## config.mk

```make
export PLATFORM = sky130hd
export DESIGN_NAME = term_cmd_interp
export DESIGN_NICKNAME = d
export VERILOG_FILES = /design/src/rtl/term_cmd_pkg.sv /design/src/rtl/tx_buf2.sv /design/src/rtl/term_cmd_interp.sv
export SDC_FILE = /design/constraint.sdc
export NUM_CORES = 1
export LEC_CHECK = 0
export BUFFER_PORTS_ARGS = -buffer_cell sky130_fd_sc_hd__buf_2
export CAP_MARGIN = 20
export CORE_ASPECT_RATIO = 2
export CORE_MARGIN = 1.5
export CORE_UTILIZATION = 36
export CTS_BUF_LIST = sky130_fd_sc_hd__clkbuf_2 sky130_fd_sc_hd__clkbuf_4 sky130_fd_sc_hd__clkbuf_8
export DETAILED_ROUTE_END_ITERATION = 8
export PLACE_DENSITY = 0.6
export SLEW_MARGIN = 40
export SYNTH_ARGS = -nofsm -noshare
export SYNTH_HDL_FRONTEND = slang
export SYNTH_SLANG_ARGS = --single-unit
```

## constraint.sdc

```tcl
create_clock -name sys_clk -period 37.8 [get_ports sys_clk]
set_input_delay 5.67 -clock sys_clk [delete_from_list [all_inputs] [get_ports sys_clk]]
set_output_delay 5.67 -clock sys_clk [all_outputs]
set_load 0.02 [all_outputs]
```

## src/rtl/term_cmd_pkg.sv

```systemverilog
// term_cmd_pkg: constants, enums and lookup functions for the terminal command interpreter
// assumes byte-wide receive and transmit streams on the interpreter's own clock
// Functional notes
// - echo each printable character as it arrives while the line buffer has room
// - delete removes the last buffered character
// - command words match regardless of letter case
// - control characters except return, delete and flow codes are dropped
// - xoff pauses output, xon resumes it unless a message stalls on the full transmit buffer, holding off the xon
// - no report request honoured while logged out
// - only the view password opens a session
// - return, login prompt, login word, password prompt
// - password characters echo as periods
// - logged-in or bad-password reply after password
// - eleven recognised command words
// - group and fault take one spaced parameter
// - missing parameter triggers a prompt first
// - settings group accepted one to four only
// - unknown word answered with help hint
// - help lists every command name
// - logout ends the session
// - fifteen idle minutes force a logout
package term_cmd_pkg;
  localparam int CLK_HZ = 100_000_000; // system clock rate
  localparam int TICK_US = 1000; // idle timer tick period in microseconds
  localparam int TICK_CYC = CLK_HZ / 1_000_000 * TICK_US; // cycles per idle tick
  localparam int INACT_MIN = 15; // idle logout time in minutes
  localparam int INACT_TICKS = INACT_MIN * 60_000_000 / TICK_US; // ticks to idle logout
  localparam int LINE_LEN = 16; // input line buffer depth
  localparam int PW_CHARS = 8; // password field width in characters
  localparam int NCMD = 11; // number of command words
  localparam logic [3:0] CMD_LAST = 4'(NCMD - 1); // index of the last command word
  localparam logic [7:0] CH_CR = 8'h0d; // carriage return
  localparam logic [7:0] CH_DEL = 8'h7f; // delete
  localparam logic [7:0] CH_XON = 8'h11; // resume output
  localparam logic [7:0] CH_XOFF = 8'h13; // pause output
  localparam logic [7:0] CH_SP = 8'h20; // space
  localparam logic [7:0] CH_DOT = 8'h2e; // password echo
  localparam logic [7:0] CH_ZERO = 8'h30; // digit zero
  localparam logic [7:0] GRP_LO = 8'h31; // lowest settings group digit
  localparam logic [7:0] GRP_HI = 8'h34; // highest settings group digit
  localparam logic [7:0] FLT_LO = 8'h31; // lowest fault number digit
  localparam logic [7:0] FLT_HI = 8'h39; // highest fault number digit
  localparam int MSG_W = 8 * 54; // widest message in bits
  localparam logic [MSG_W-1:0] S_CRLF = "\015\012";
  localparam logic [MSG_W-1:0] S_TYPE = "\015\012Type login.\015\012";
  localparam logic [MSG_W-1:0] S_PW = "\015\012Enter password.\015\012";
  localparam logic [MSG_W-1:0] S_OK = "\015\012Logged in.\015\012";
  localparam logic [MSG_W-1:0] S_BAD = "\015\012Bad Password.\015\012";
  localparam logic [MSG_W-1:0] S_UNK = "\015\012Unknown command, type \"help\" for list of commands.\015\012";
  localparam logic [MSG_W-1:0] S_GRP = "\015\012Enter setting group (1-4) - ";
  localparam logic [MSG_W-1:0] S_FLT = "\015\012Enter fault number - ";
  localparam int L_CRLF = 2; // message lengths in characters
  localparam int L_TYPE = 15;
  localparam int L_PW = 19;
  localparam int L_OK = 14;
  localparam int L_BAD = 17;
  localparam int L_UNK = 54;
  localparam int L_GRP = 30;
  localparam int L_FLT = 23;
  // session states
  typedef enum logic [2:0] {s_idle, s_login, s_pw, s_cmd, s_param} sess_t;
  // command codes, in the order of the word table
  typedef enum logic [3:0] {status_cmd, values_cmd, model_cmd, events_cmd, settings_group_display_cmd,
    station_line_ident_cmd, fault_cmd, all_fault_status_cmd, login_cmd, logout_cmd, help_cmd,
    no_cmd} cmd_t;
  // outgoing messages
  typedef enum logic [3:0] {m_crlf, m_type, m_pw, m_ok, m_bad, m_unk, m_grp, m_flt, m_echo,
    m_help} msg_t;

  // command word table, lower case, right aligned, zero padded
  function automatic logic [63:0] cmd_word(input logic [3:0] i);
    case (i)
      4'h0: cmd_word = "status";
      4'h1: cmd_word = "values";
      4'h2: cmd_word = "model";
      4'h3: cmd_word = "events";
      4'h4: cmd_word = 64'h73686f77736574;
      4'h5: cmd_word = 64'h73746c696e6964;
      4'h6: cmd_word = "fault";
      4'h7: cmd_word = 64'h66737461747573;
      4'h8: cmd_word = "login";
      4'h9: cmd_word = "logout";
      4'ha: cmd_word = "help";
      default: cmd_word = 64'h0;
    endcase
  endfunction : cmd_word

  // fold upper case letters onto lower case
  function automatic logic [7:0] fold(input logic [7:0] c);
    fold = (c >= 8'h41 && c <= 8'h5a) ? (c | 8'h20) : c;
  endfunction : fold
endpackage : term_cmd_pkg

```

## src/rtl/tx_buf2.sv

```systemverilog
// tx_buf2: small valid/ready buffer in the transmit path
// assumes both sides run on sys_clk; a stalled drain side fills it and drops in_ready
`timescale 1ns/1ps
module tx_buf2 #(
  parameter int W = 8, // word width
  parameter int DEPTH = 2 // entries, a power of two
) (
  input wire logic sys_clk,
  input wire logic rst_n,
  input wire logic in_valid,
  output logic in_ready,
  input wire logic [W-1:0] in_data,
  output logic out_valid,
  input wire logic out_ready,
  output logic [W-1:0] out_data
);
  localparam int AW = (DEPTH > 1) ? $clog2(DEPTH) : 1; // pointer width

  if (DEPTH < 2 || (DEPTH & (DEPTH - 1)) != 0) begin : g_chk
    $error("tx_buf2 depth must be a power of two of at least two");
  end

  // whole buffer state
  typedef struct packed {
    logic [DEPTH-1:0][W-1:0] mem; // storage
    logic [AW-1:0] wp; // write pointer
    logic [AW-1:0] rp; // read pointer
    logic [AW:0] cnt; // words held
  } buf_t;

  buf_t r, n;
  logic push, pop; // handshakes on each side

  assign in_ready = (r.cnt != (AW + 1)'(DEPTH));
  assign out_valid = (r.cnt != '0);
  assign out_data = r.mem[r.rp];

  // pointer and count update; a full buffer refuses a word even in a cycle it gives one,
  // which costs a bubble but keeps the write slot from overwriting the word being read
  always_comb begin
    n = r;
    push = in_valid && in_ready;
    pop = out_valid && out_ready;
    if (push) begin
      n.mem[r.wp] = in_data;
      n.wp = r.wp + 1'b1;
    end
    if (pop) begin
      n.rp = r.rp + 1'b1;
    end
    n.cnt = r.cnt + (AW + 1)'(push) - (AW + 1)'(pop);
  end

  // state register, synchronous reset
  always_ff @(posedge sys_clk) begin
    if (!rst_n) begin
      r <= '0;
    end else begin
      r <= n;
    end
  end
endmodule : tx_buf2

```

## src/rtl/term_cmd_interp.sv

```systemverilog
// term_cmd_interp: character command interpreter behind an ascii terminal port
// assumes a byte receiver and transmitter on sys_clk with valid/ready handshakes;
// report generation sits outside and acts on the cmd_valid pulse
`timescale 1ns/1ps
module term_cmd_interp
  import term_cmd_pkg::*;
#(
  parameter int LL = LINE_LEN, // line buffer depth
  parameter int TICK_CYC_P = TICK_CYC, // cycles per idle tick
  parameter int INACT_TICKS_P = INACT_TICKS // idle ticks before logout
) (
  input wire logic sys_clk,
  input wire logic rst_n,
  input wire logic [7:0] rx_data,
  input wire logic rx_valid,
  output logic rx_ready,
  input wire logic [8*PW_CHARS-1:0] view_pw,
  output logic [7:0] tx_data,
  output logic tx_valid,
  input wire logic tx_ready,
  output logic cmd_valid,
  output cmd_t cmd_code,
  output logic [3:0] cmd_param,
  output logic session_active,
  output logic tx_paused
);
  localparam int LW = $clog2(LL + 1); // line length width
  localparam int DW = $clog2(TICK_CYC_P + 1); // tick divider width
  localparam int IW = $clog2(INACT_TICKS_P + 1); // idle counter width

  if (LL < 9 || LL > 64 || TICK_CYC_P < 1 || INACT_TICKS_P < 1) begin : g_chk
    $error("term_cmd_interp parameters out of range");
  end

  // whole interpreter state
  typedef struct packed {
    sess_t sess; // login progress
    logic [LL-1:0][7:0] line; // typed characters
    logic [LW-1:0] len; // characters held
    logic paused; // xoff seen
    logic busy; // message playing out
    msg_t msg; // message playing
    logic [7:0] idx; // character position in message
    logic [7:0] echo_ch; // character to echo
    cmd_t pend; // command waiting for its parameter
    logic [DW-1:0] div; // idle tick divider
    logic [IW-1:0] idle; // idle ticks since last character
    logic [7:0] tx_data; // output stage
    logic tx_valid;
    logic rx_ready;
    logic cmd_valid; // request pulse
    cmd_t cmd_code;
    logic [3:0] cmd_param;
    logic active; // session open
  } st_t;

  st_t r, n;
  logic fi_valid, fi_ready, fb_valid, fb_ready; // buffer handshakes
  logic [7:0] fi_data, fb_data;
  logic accept; // character taken this cycle

  // one message character: {last, byte}; echo uses the stored character
  function automatic logic [8:0] msg_byte(input msg_t m, input logic [7:0] i, input logic [7:0] e);
    logic [MSG_W-1:0] s;
    int l;
    s = '0;
    l = 1;
    case (m)
      m_crlf: begin s = S_CRLF; l = L_CRLF; end
      m_type: begin s = S_TYPE; l = L_TYPE; end
      m_pw: begin s = S_PW; l = L_PW; end
      m_ok: begin s = S_OK; l = L_OK; end
      m_bad: begin s = S_BAD; l = L_BAD; end
      m_unk: begin s = S_UNK; l = L_UNK; end
      m_grp: begin s = S_GRP; l = L_GRP; end
      m_flt: begin s = S_FLT; l = L_FLT; end
      default: begin s = MSG_W'(e); l = 1; end
    endcase
    msg_byte = {(int'(i) >= l - 1), s[8 * (l - 1 - int'(i)) +: 8]};
  endfunction : msg_byte

  // shift a table word so that its first letter sits in the top byte
  function automatic logic [63:0] left_al(input logic [63:0] w);
    left_al = w;
    for (int k = 0; k < 8; k++) begin
      if (left_al[63:56] == 8'h00) begin
        left_al = {left_al[55:0], 8'h00};
      end
    end
  endfunction : left_al

  // parameter digit check per command
  function automatic logic param_ok(input cmd_t c, input logic [7:0] p);
    if (c == settings_group_display_cmd) begin
      param_ok = (p >= GRP_LO && p <= GRP_HI);
    end else begin
      param_ok = (p >= FLT_LO && p <= FLT_HI);
    end
  endfunction : param_ok

  // keeps at most two characters ahead of a stalled transmitter
  tx_buf2 #(.W(8), .DEPTH(2)) u_txbuf (
    .sys_clk(sys_clk),
    .rst_n(rst_n),
    .in_valid(fi_valid),
    .in_ready(fi_ready),
    .in_data(fi_data),
    .out_valid(fb_valid),
    .out_ready(fb_ready),
    .out_data(fb_data)
  );

  assign accept = rx_valid && r.rx_ready;
  // output stage only reloads while not paused; a character already shown is left to finish
  assign fb_ready = (!r.tx_valid || tx_ready) && !r.paused;

  // next-state logic
  always_comb begin
    logic [7:0] c, b, p;
    logic [63:0] wv, w;
    logic [8:0] mb;
    logic [8*PW_CHARS-1:0] pv;
    int wl;
    logic sp, hasp, over, go, pwok, issue;
    msg_t gm;
    cmd_t code, ic;
    c = rx_data;
    b = '0;
    p = '0;
    wv = '0;
    w = '0;
    mb = '0;
    pv = '0;
    wl = 0;
    sp = 1'b0;
    hasp = 1'b0;
    over = 1'b0;
    go = 1'b0;
    pwok = 1'b0;
    issue = 1'b0;
    gm = m_crlf;
    code = no_cmd;
    ic = no_cmd;
    fi_valid = 1'b0;
    fi_data = '0;
    n = r;
    n.cmd_valid = 1'b0;

    // transmit output stage
    if (r.tx_valid && tx_ready) begin
      n.tx_valid = 1'b0;
    end
    if (fb_valid && fb_ready) begin
      n.tx_data = fb_data;
      n.tx_valid = 1'b1;
    end

    // message engine, one character into the buffer per accepted push
    if (r.busy) begin
      if (r.msg == m_help) begin
        w = left_al(cmd_word(r.idx[7:4]));
        b = r.idx[3] ? 8'h00 : w[8 * (7 - int'(r.idx[2:0])) +: 8];
        fi_valid = 1'b1;
        fi_data = (b == 8'h00) ? CH_SP : b;
        if (fi_ready) begin
          // a word ends in a space; the list ends in a line break
          if (b != 8'h00) begin
            n.idx = r.idx + 8'h01;
          end else if (r.idx[7:4] == CMD_LAST) begin
            n.msg = m_crlf;
            n.idx = '0;
          end else begin
            n.idx = {r.idx[7:4] + 4'h1, 4'h0};
          end
        end
      end else begin
        mb = msg_byte(r.msg, r.idx, r.echo_ch);
        fi_valid = 1'b1;
        fi_data = mb[7:0];
        if (fi_ready) begin
          n.idx = r.idx + 8'h01;
          n.busy = !mb[8];
        end
      end
    end

    // idle tick divider; one-cycle enable drives the idle counter
    if (r.div == DW'(TICK_CYC_P - 1)) begin
      n.div = '0;
      if (r.idle != IW'(INACT_TICKS_P)) begin
        n.idle = r.idle + 1'b1;
      end
    end else begin
      n.div = r.div + 1'b1;
    end

    // split the line into a folded word and an optional one-character parameter
    for (int k = 0; k < LL; k++) begin
      if (k < int'(r.len)) begin
        if (!sp) begin
          if (r.line[k] == CH_SP) begin
            sp = 1'b1;
          end else if (wl == 8) begin
            over = 1'b1;
          end else begin
            wv = {wv[55:0], fold(r.line[k])};
            wl = wl + 1;
          end
        end else if (!hasp) begin
          p = r.line[k];
          hasp = 1'b1;
        end
      end
    end
    for (int i = 0; i < NCMD; i++) begin
      if (!over && wl != 0 && cmd_word(4'(i)) == wv) begin
        code = cmd_t'(4'(i));
      end
    end
    // password compare, case kept, nul padded
    for (int k = 0; k < PW_CHARS; k++) begin
      pv[8 * k +: 8] = (k < int'(r.len)) ? r.line[k] : 8'h00;
    end
    pwok = (int'(r.len) <= PW_CHARS) && (pv == view_pw);

    if (accept) begin
      n.idle = '0;
      if (c == CH_XOFF) begin
        n.paused = 1'b1;
      end else if (c == CH_XON) begin
        n.paused = 1'b0;
      end else if (c == CH_CR) begin
        n.len = '0;
        go = 1'b1;
        case (r.sess)
          // any return from the idle state asks for the login word
          s_idle: begin
            gm = m_type;
            n.sess = s_login;
          end
          s_login: begin
            if (code == login_cmd) begin
              gm = m_pw;
              n.sess = s_pw;
            end else begin
              gm = m_type;
            end
          end
          s_pw: begin
            gm = pwok ? m_ok : m_bad;
            n.sess = pwok ? s_cmd : s_idle;
          end
          s_param: begin
            if (r.len != '0 && param_ok(r.pend, r.line[0])) begin
              issue = 1'b1;
              ic = r.pend;
              p = r.line[0];
              n.sess = s_cmd;
            end else begin
              gm = (r.pend == fault_cmd) ? m_flt : m_grp;
            end
          end
          s_cmd: begin
            case (code)
              no_cmd: gm = (wl == 0 && !over) ? m_crlf : m_unk;
              login_cmd: begin
                gm = m_pw;
                n.sess = s_pw;
              end
              logout_cmd: n.sess = s_idle;
              help_cmd: gm = m_help;
              settings_group_display_cmd, fault_cmd: begin
                if (hasp && param_ok(code, p)) begin
                  issue = 1'b1;
                  ic = code;
                end else begin
                  // prompt rather than act on a missing or bad value
                  gm = (code == fault_cmd) ? m_flt : m_grp;
                  n.pend = code;
                  n.sess = s_param;
                end
              end
              default: begin
                issue = 1'b1;
                ic = code;
                p = CH_ZERO;
              end
            endcase
          end
          default: n.sess = s_idle;
        endcase
      end else if (c == CH_DEL) begin
        if (r.len != '0) begin
          n.len = r.len - 1'b1;
        end
      end else if (c > CH_SP - 8'h01 && c < CH_DEL) begin
        // printable: store and echo; a full line drops further characters silently
        if (int'(r.len) < LL) begin
          n.line[r.len] = c;
          n.len = r.len + 1'b1;
          go = 1'b1;
          gm = m_echo;
          n.echo_ch = (r.sess == s_pw) ? CH_DOT : c;
        end
      end
      // other control codes fall through untouched
    end else if (r.idle == IW'(INACT_TICKS_P) && r.sess != s_idle) begin
      n.sess = s_idle;
      n.len = '0;
    end

    if (issue) begin
      n.cmd_valid = 1'b1;
      n.cmd_code = ic;
      n.cmd_param = 4'(p - CH_ZERO);
      gm = m_crlf;
    end
    if (go) begin
      n.busy = 1'b1;
      n.msg = gm;
      n.idx = '0;
    end
    // input held off while a message plays so none is lost
    n.rx_ready = !n.busy;
    n.active = (n.sess == s_cmd) || (n.sess == s_param);
  end

  // state register, synchronous reset
  always_ff @(posedge sys_clk) begin
    if (!rst_n) begin
      r <= '0;
    end else begin
      r <= n;
    end
  end

  assign rx_ready = r.rx_ready;
  assign tx_data = r.tx_data;
  assign tx_valid = r.tx_valid;
  assign cmd_valid = r.cmd_valid;
  assign cmd_code = r.cmd_code;
  assign cmd_param = r.cmd_param;
  assign session_active = r.active;
  assign tx_paused = r.paused;

  a_echo_char: assert property (@(posedge sys_clk) disable iff (!rst_n)
    accept && rx_data > 8'h20 && rx_data < 8'h7f && r.sess != s_pw && int'(r.len) < LL
    |=> r.busy && r.msg == m_echo && r.echo_ch == $past(rx_data))
    else $error("printable character not echoed");
  a_dot_echo: assert property (@(posedge sys_clk) disable iff (!rst_n)
    accept && r.sess == s_pw && rx_data > 8'h20 && rx_data < 8'h7f && int'(r.len) < LL
    |=> r.echo_ch == CH_DOT)
    else $error("password character not masked");
  a_del_shrink: assert property (@(posedge sys_clk) disable iff (!rst_n)
    accept && rx_data == CH_DEL && r.len != '0 |=> r.len == $past(r.len) - 1'b1)
    else $error("delete did not shorten the line");
  a_ctrl_drop: assert property (@(posedge sys_clk) disable iff (!rst_n)
    accept && rx_data < 8'h20 && rx_data != CH_CR && rx_data != CH_XON && rx_data != CH_XOFF
    |=> $stable(r.len) && $stable(r.sess) && !r.busy)
    else $error("control character changed the line");
  a_xoff_hold: assert property (@(posedge sys_clk) disable iff (!rst_n)
    r.paused && !tx_valid |=> !tx_valid)
    else $error("output started while paused");
  a_no_login_req: assert property (@(posedge sys_clk) disable iff (!rst_n)
    cmd_valid |-> session_active && $past(r.sess) inside {s_cmd, s_param})
    else $error("request issued without a session");
  a_group_range: assert property (@(posedge sys_clk) disable iff (!rst_n)
    cmd_valid && cmd_code == settings_group_display_cmd |-> cmd_param >= 4'h1 && cmd_param <= 4'h4)
    else $error("settings group out of range");
  a_cr_clear: assert property (@(posedge sys_clk) disable iff (!rst_n)
    accept && rx_data == CH_CR |=> r.len == '0 ##1 r.busy || $past(cmd_valid))
    else $error("return did not clear the line");
  a_idle_out: assert property (@(posedge sys_clk) disable iff (!rst_n)
    !accept && r.idle == IW'(INACT_TICKS_P) && r.sess != s_idle |=> r.sess == s_idle)
    else $error("idle session not logged out");
endmodule : term_cmd_interp

```

==> out/metrics.cfg <==
[status]
outcome=complete, no violations

[global_route]
antenna_found_initial=9
grt_use_total_pct=34.5
grt_pass1_wl_um=246000
grt_start_max_net_pins=79
grt_overflow_total=0
grt_pass1_vias=38152

[timing]
fin_skew_ns=0.0442
final.setup.tns_ns=0
timing.final.ws_setup_ns=10.78
setup-violations-final=0
finalHoldViolations=0
worstMarginPinSlew_ns=1.02
max_slew_margin_pct=32.2
max_freq_mhz=37.0
slew_viol_final=0
finalHoldWorstSlack_ns=0.446
fin_crit_ns=27.02
fin_crit_sh_pct=71.5
rsz0062_at_grt=no

[critical_path]
crit_arrival_ns=27.52
crit_path_max_incr_delay_ns=0.83
cp_max_fo=77
criticalPathCategory=flop to flop
crit_family=compound AO/OA/AOI/OAI gates
worstReg2RegStart=r[84]
cp_num_cells=96
path_buf_inv=17
r2r-end=cmd_param[1]
rr_worst_depth=96
slowest_stage=a32oi_1
cp-end-kind=flop
crit_top_cell=ha_1
required_ns=38.31
ff2ff_setup_slack_ns=10.78
cp-start-kind=flop

[logic_synthesis]
synth.net_count=5121
synth_flop_cell=dfxtp_1
ys_seq_elements=272
ys_types=142
syn_area_um2=33500
ys_warn_count=0
synth.yosys.seq_area_share_pct=16.3
netlist_instances=4982
synthArstFlopShare_pct=0
synth_area_per_cell_um2=6.72
synth_edf_count=0

[routing]
via_per_inst=6.41
met2_length_um=83700
dr.max_layer_used=met5
dr.pass1.iters=7
dr_wl_met3_um=9990
vias=39027
drt-met1-wl_um=53200
drt-total-wl_um=168000
drc=0
drtIter0Drc=3232
routedWlPerCell_um=27.6
ant_nets=0

[final_layout]
mostFrequentLayoutCells=nand2_1 (688), nor2_1 (573), a21oi_1 (438), o21ai_0 (279), dfxtp_1 (272)
final_common_cell=nand2_1
final_nets=4991
fillers=10098
utilization_pct=38.8
drive_gt1_share_pct=11.1
area_growth_pct=7.29

[placed_design]
place_ws_ns=11.33
gp_congestion=1.07
port_buffers=96
dp_hpwl_um=130000

[clock_network]
clock_sinks=272
postCtsSetupBuffers=0
htree_num_levels=2
clkTransAtPathRegs_ns=0.06
hold_buffers=0
cts_tree=done
cts_buffers=45
cts_resized=0
cts-root-buf=clkbuf_8
cts_buffer_depth=3
clk-insertion-delay-late_ns=0.62

[floorplanning]
start_util_pct=36.2
row_count=158
die_area_um2=95000
ios=97
die_w_um=219
coreArea_um2=92500
die_h_um=434

[flow_run]
cap_viol_max_count=0

[power]
power.density_nw_per_um2=19.3
ir_drop_v=0.0000256
p_leak_nw=13.2
total_power_mw=0.695

[worst_hold_path]
hp-start=r[40]
min_path_cells=1
min_path_type=flop to flop
min_to=r[40]

per-stage QoR:
step / instances / cell area, µm²
after CTS: 6085 / 35800
after global routing: 6087 / 35900
after floorplan: 4982 / 33500
after global placement: 6004 / 34700
final: 6087 / 35900
after detailed placement: 6004 / 34900
area by class of cell:
cell class,instances,area (µm²),share of cell area [%]
Inverter,123,464,1.29
Multi-Input combinational cell,4214,26300,73.2
Clock buffer,71,865,2.41
Timing Repair Buffer,196,1230,3.44
Sequential cell,272,5450,15.2
Antenna cell,1,2.50,0.00697
Clock inverter,10,126,0.352
Tap cell,1200,1500,4.18
cell usage after synthesis (all sizes together) (26+ instances only):
master | count | area [µm²]
a211oi | 95 | 736
a21o | 30 | 226
a21oi | 448 | 2280
a22oi | 30 | 230
a31oi | 108 | 703
and2 | 51 | 322
and3 | 63 | 394
buf | 120 | 698
clkbuf | 253 | 950
dfxtp | 272 | 5450
ha | 62 | 776
inv | 121 | 454
mux2 | 92 | 1050
mux2i | 260 | 2660
nand2 | 693 | 2620
nand2b | 33 | 206
nand3 | 215 | 1080
nand4 | 65 | 422
nor2 | 581 | 2190
nor2b | 35 | 219
nor3 | 147 | 772
nor4 | 74 | 494
o211ai | 82 | 663
o21a | 34 | 259
o21ai | 316 | 1600
o21bai | 26 | 195
o22ai | 43 | 283
or2 | 33 | 206
or3 | 42 | 268
or4 | 29 | 225
xnor2 | 75 | 706
xor2 | 46 | 418
how the worst max path moves through the flow:
stage / startpoint / to
2_1_floorplan: r[84] / cmd_code[0]
3_3_place_gp: r[83] / cmd_param[2]
3_5_place_dp: r[84] / cmd_param[1]
4_1_cts: r[84] / cmd_param[1]
5_1_grt: r[84] / cmd_param[1]
6_report: r[84] / cmd_param[1]
metal layers:
layer | vias up | global-route usage [%]
li1 | 18081 | -
met5 | - | 0
met1 | 18376 | 30.9
met3 | 791 | 6.69
met4 | 6 | 35.4
met2 | 1773 | 62.3
where the power goes:
part,internal (mW),switching [mW]
combinational,0.0345,0.0708
clock,0.160,0.130
sequential,0.294,0.00638
total,0.488,0.207
logic make-up (layout without fill, tap and decap cells):
logic type	count (synthesis)	after routing	synth area share (%)
other	2	3	0.0224
muxes	352	352	11.1
buffers and inverters	496	400	6.30
xor gates and xnor gates	121	121	3.36
adders and majority gates	63	63	2.38
AOI/OAI and AO/OA	1505	1505	29.6
and+or+nand+nor	2171	2171	31.0
DFF	272	272	16.3
Power figures use the tool's default switching activity.
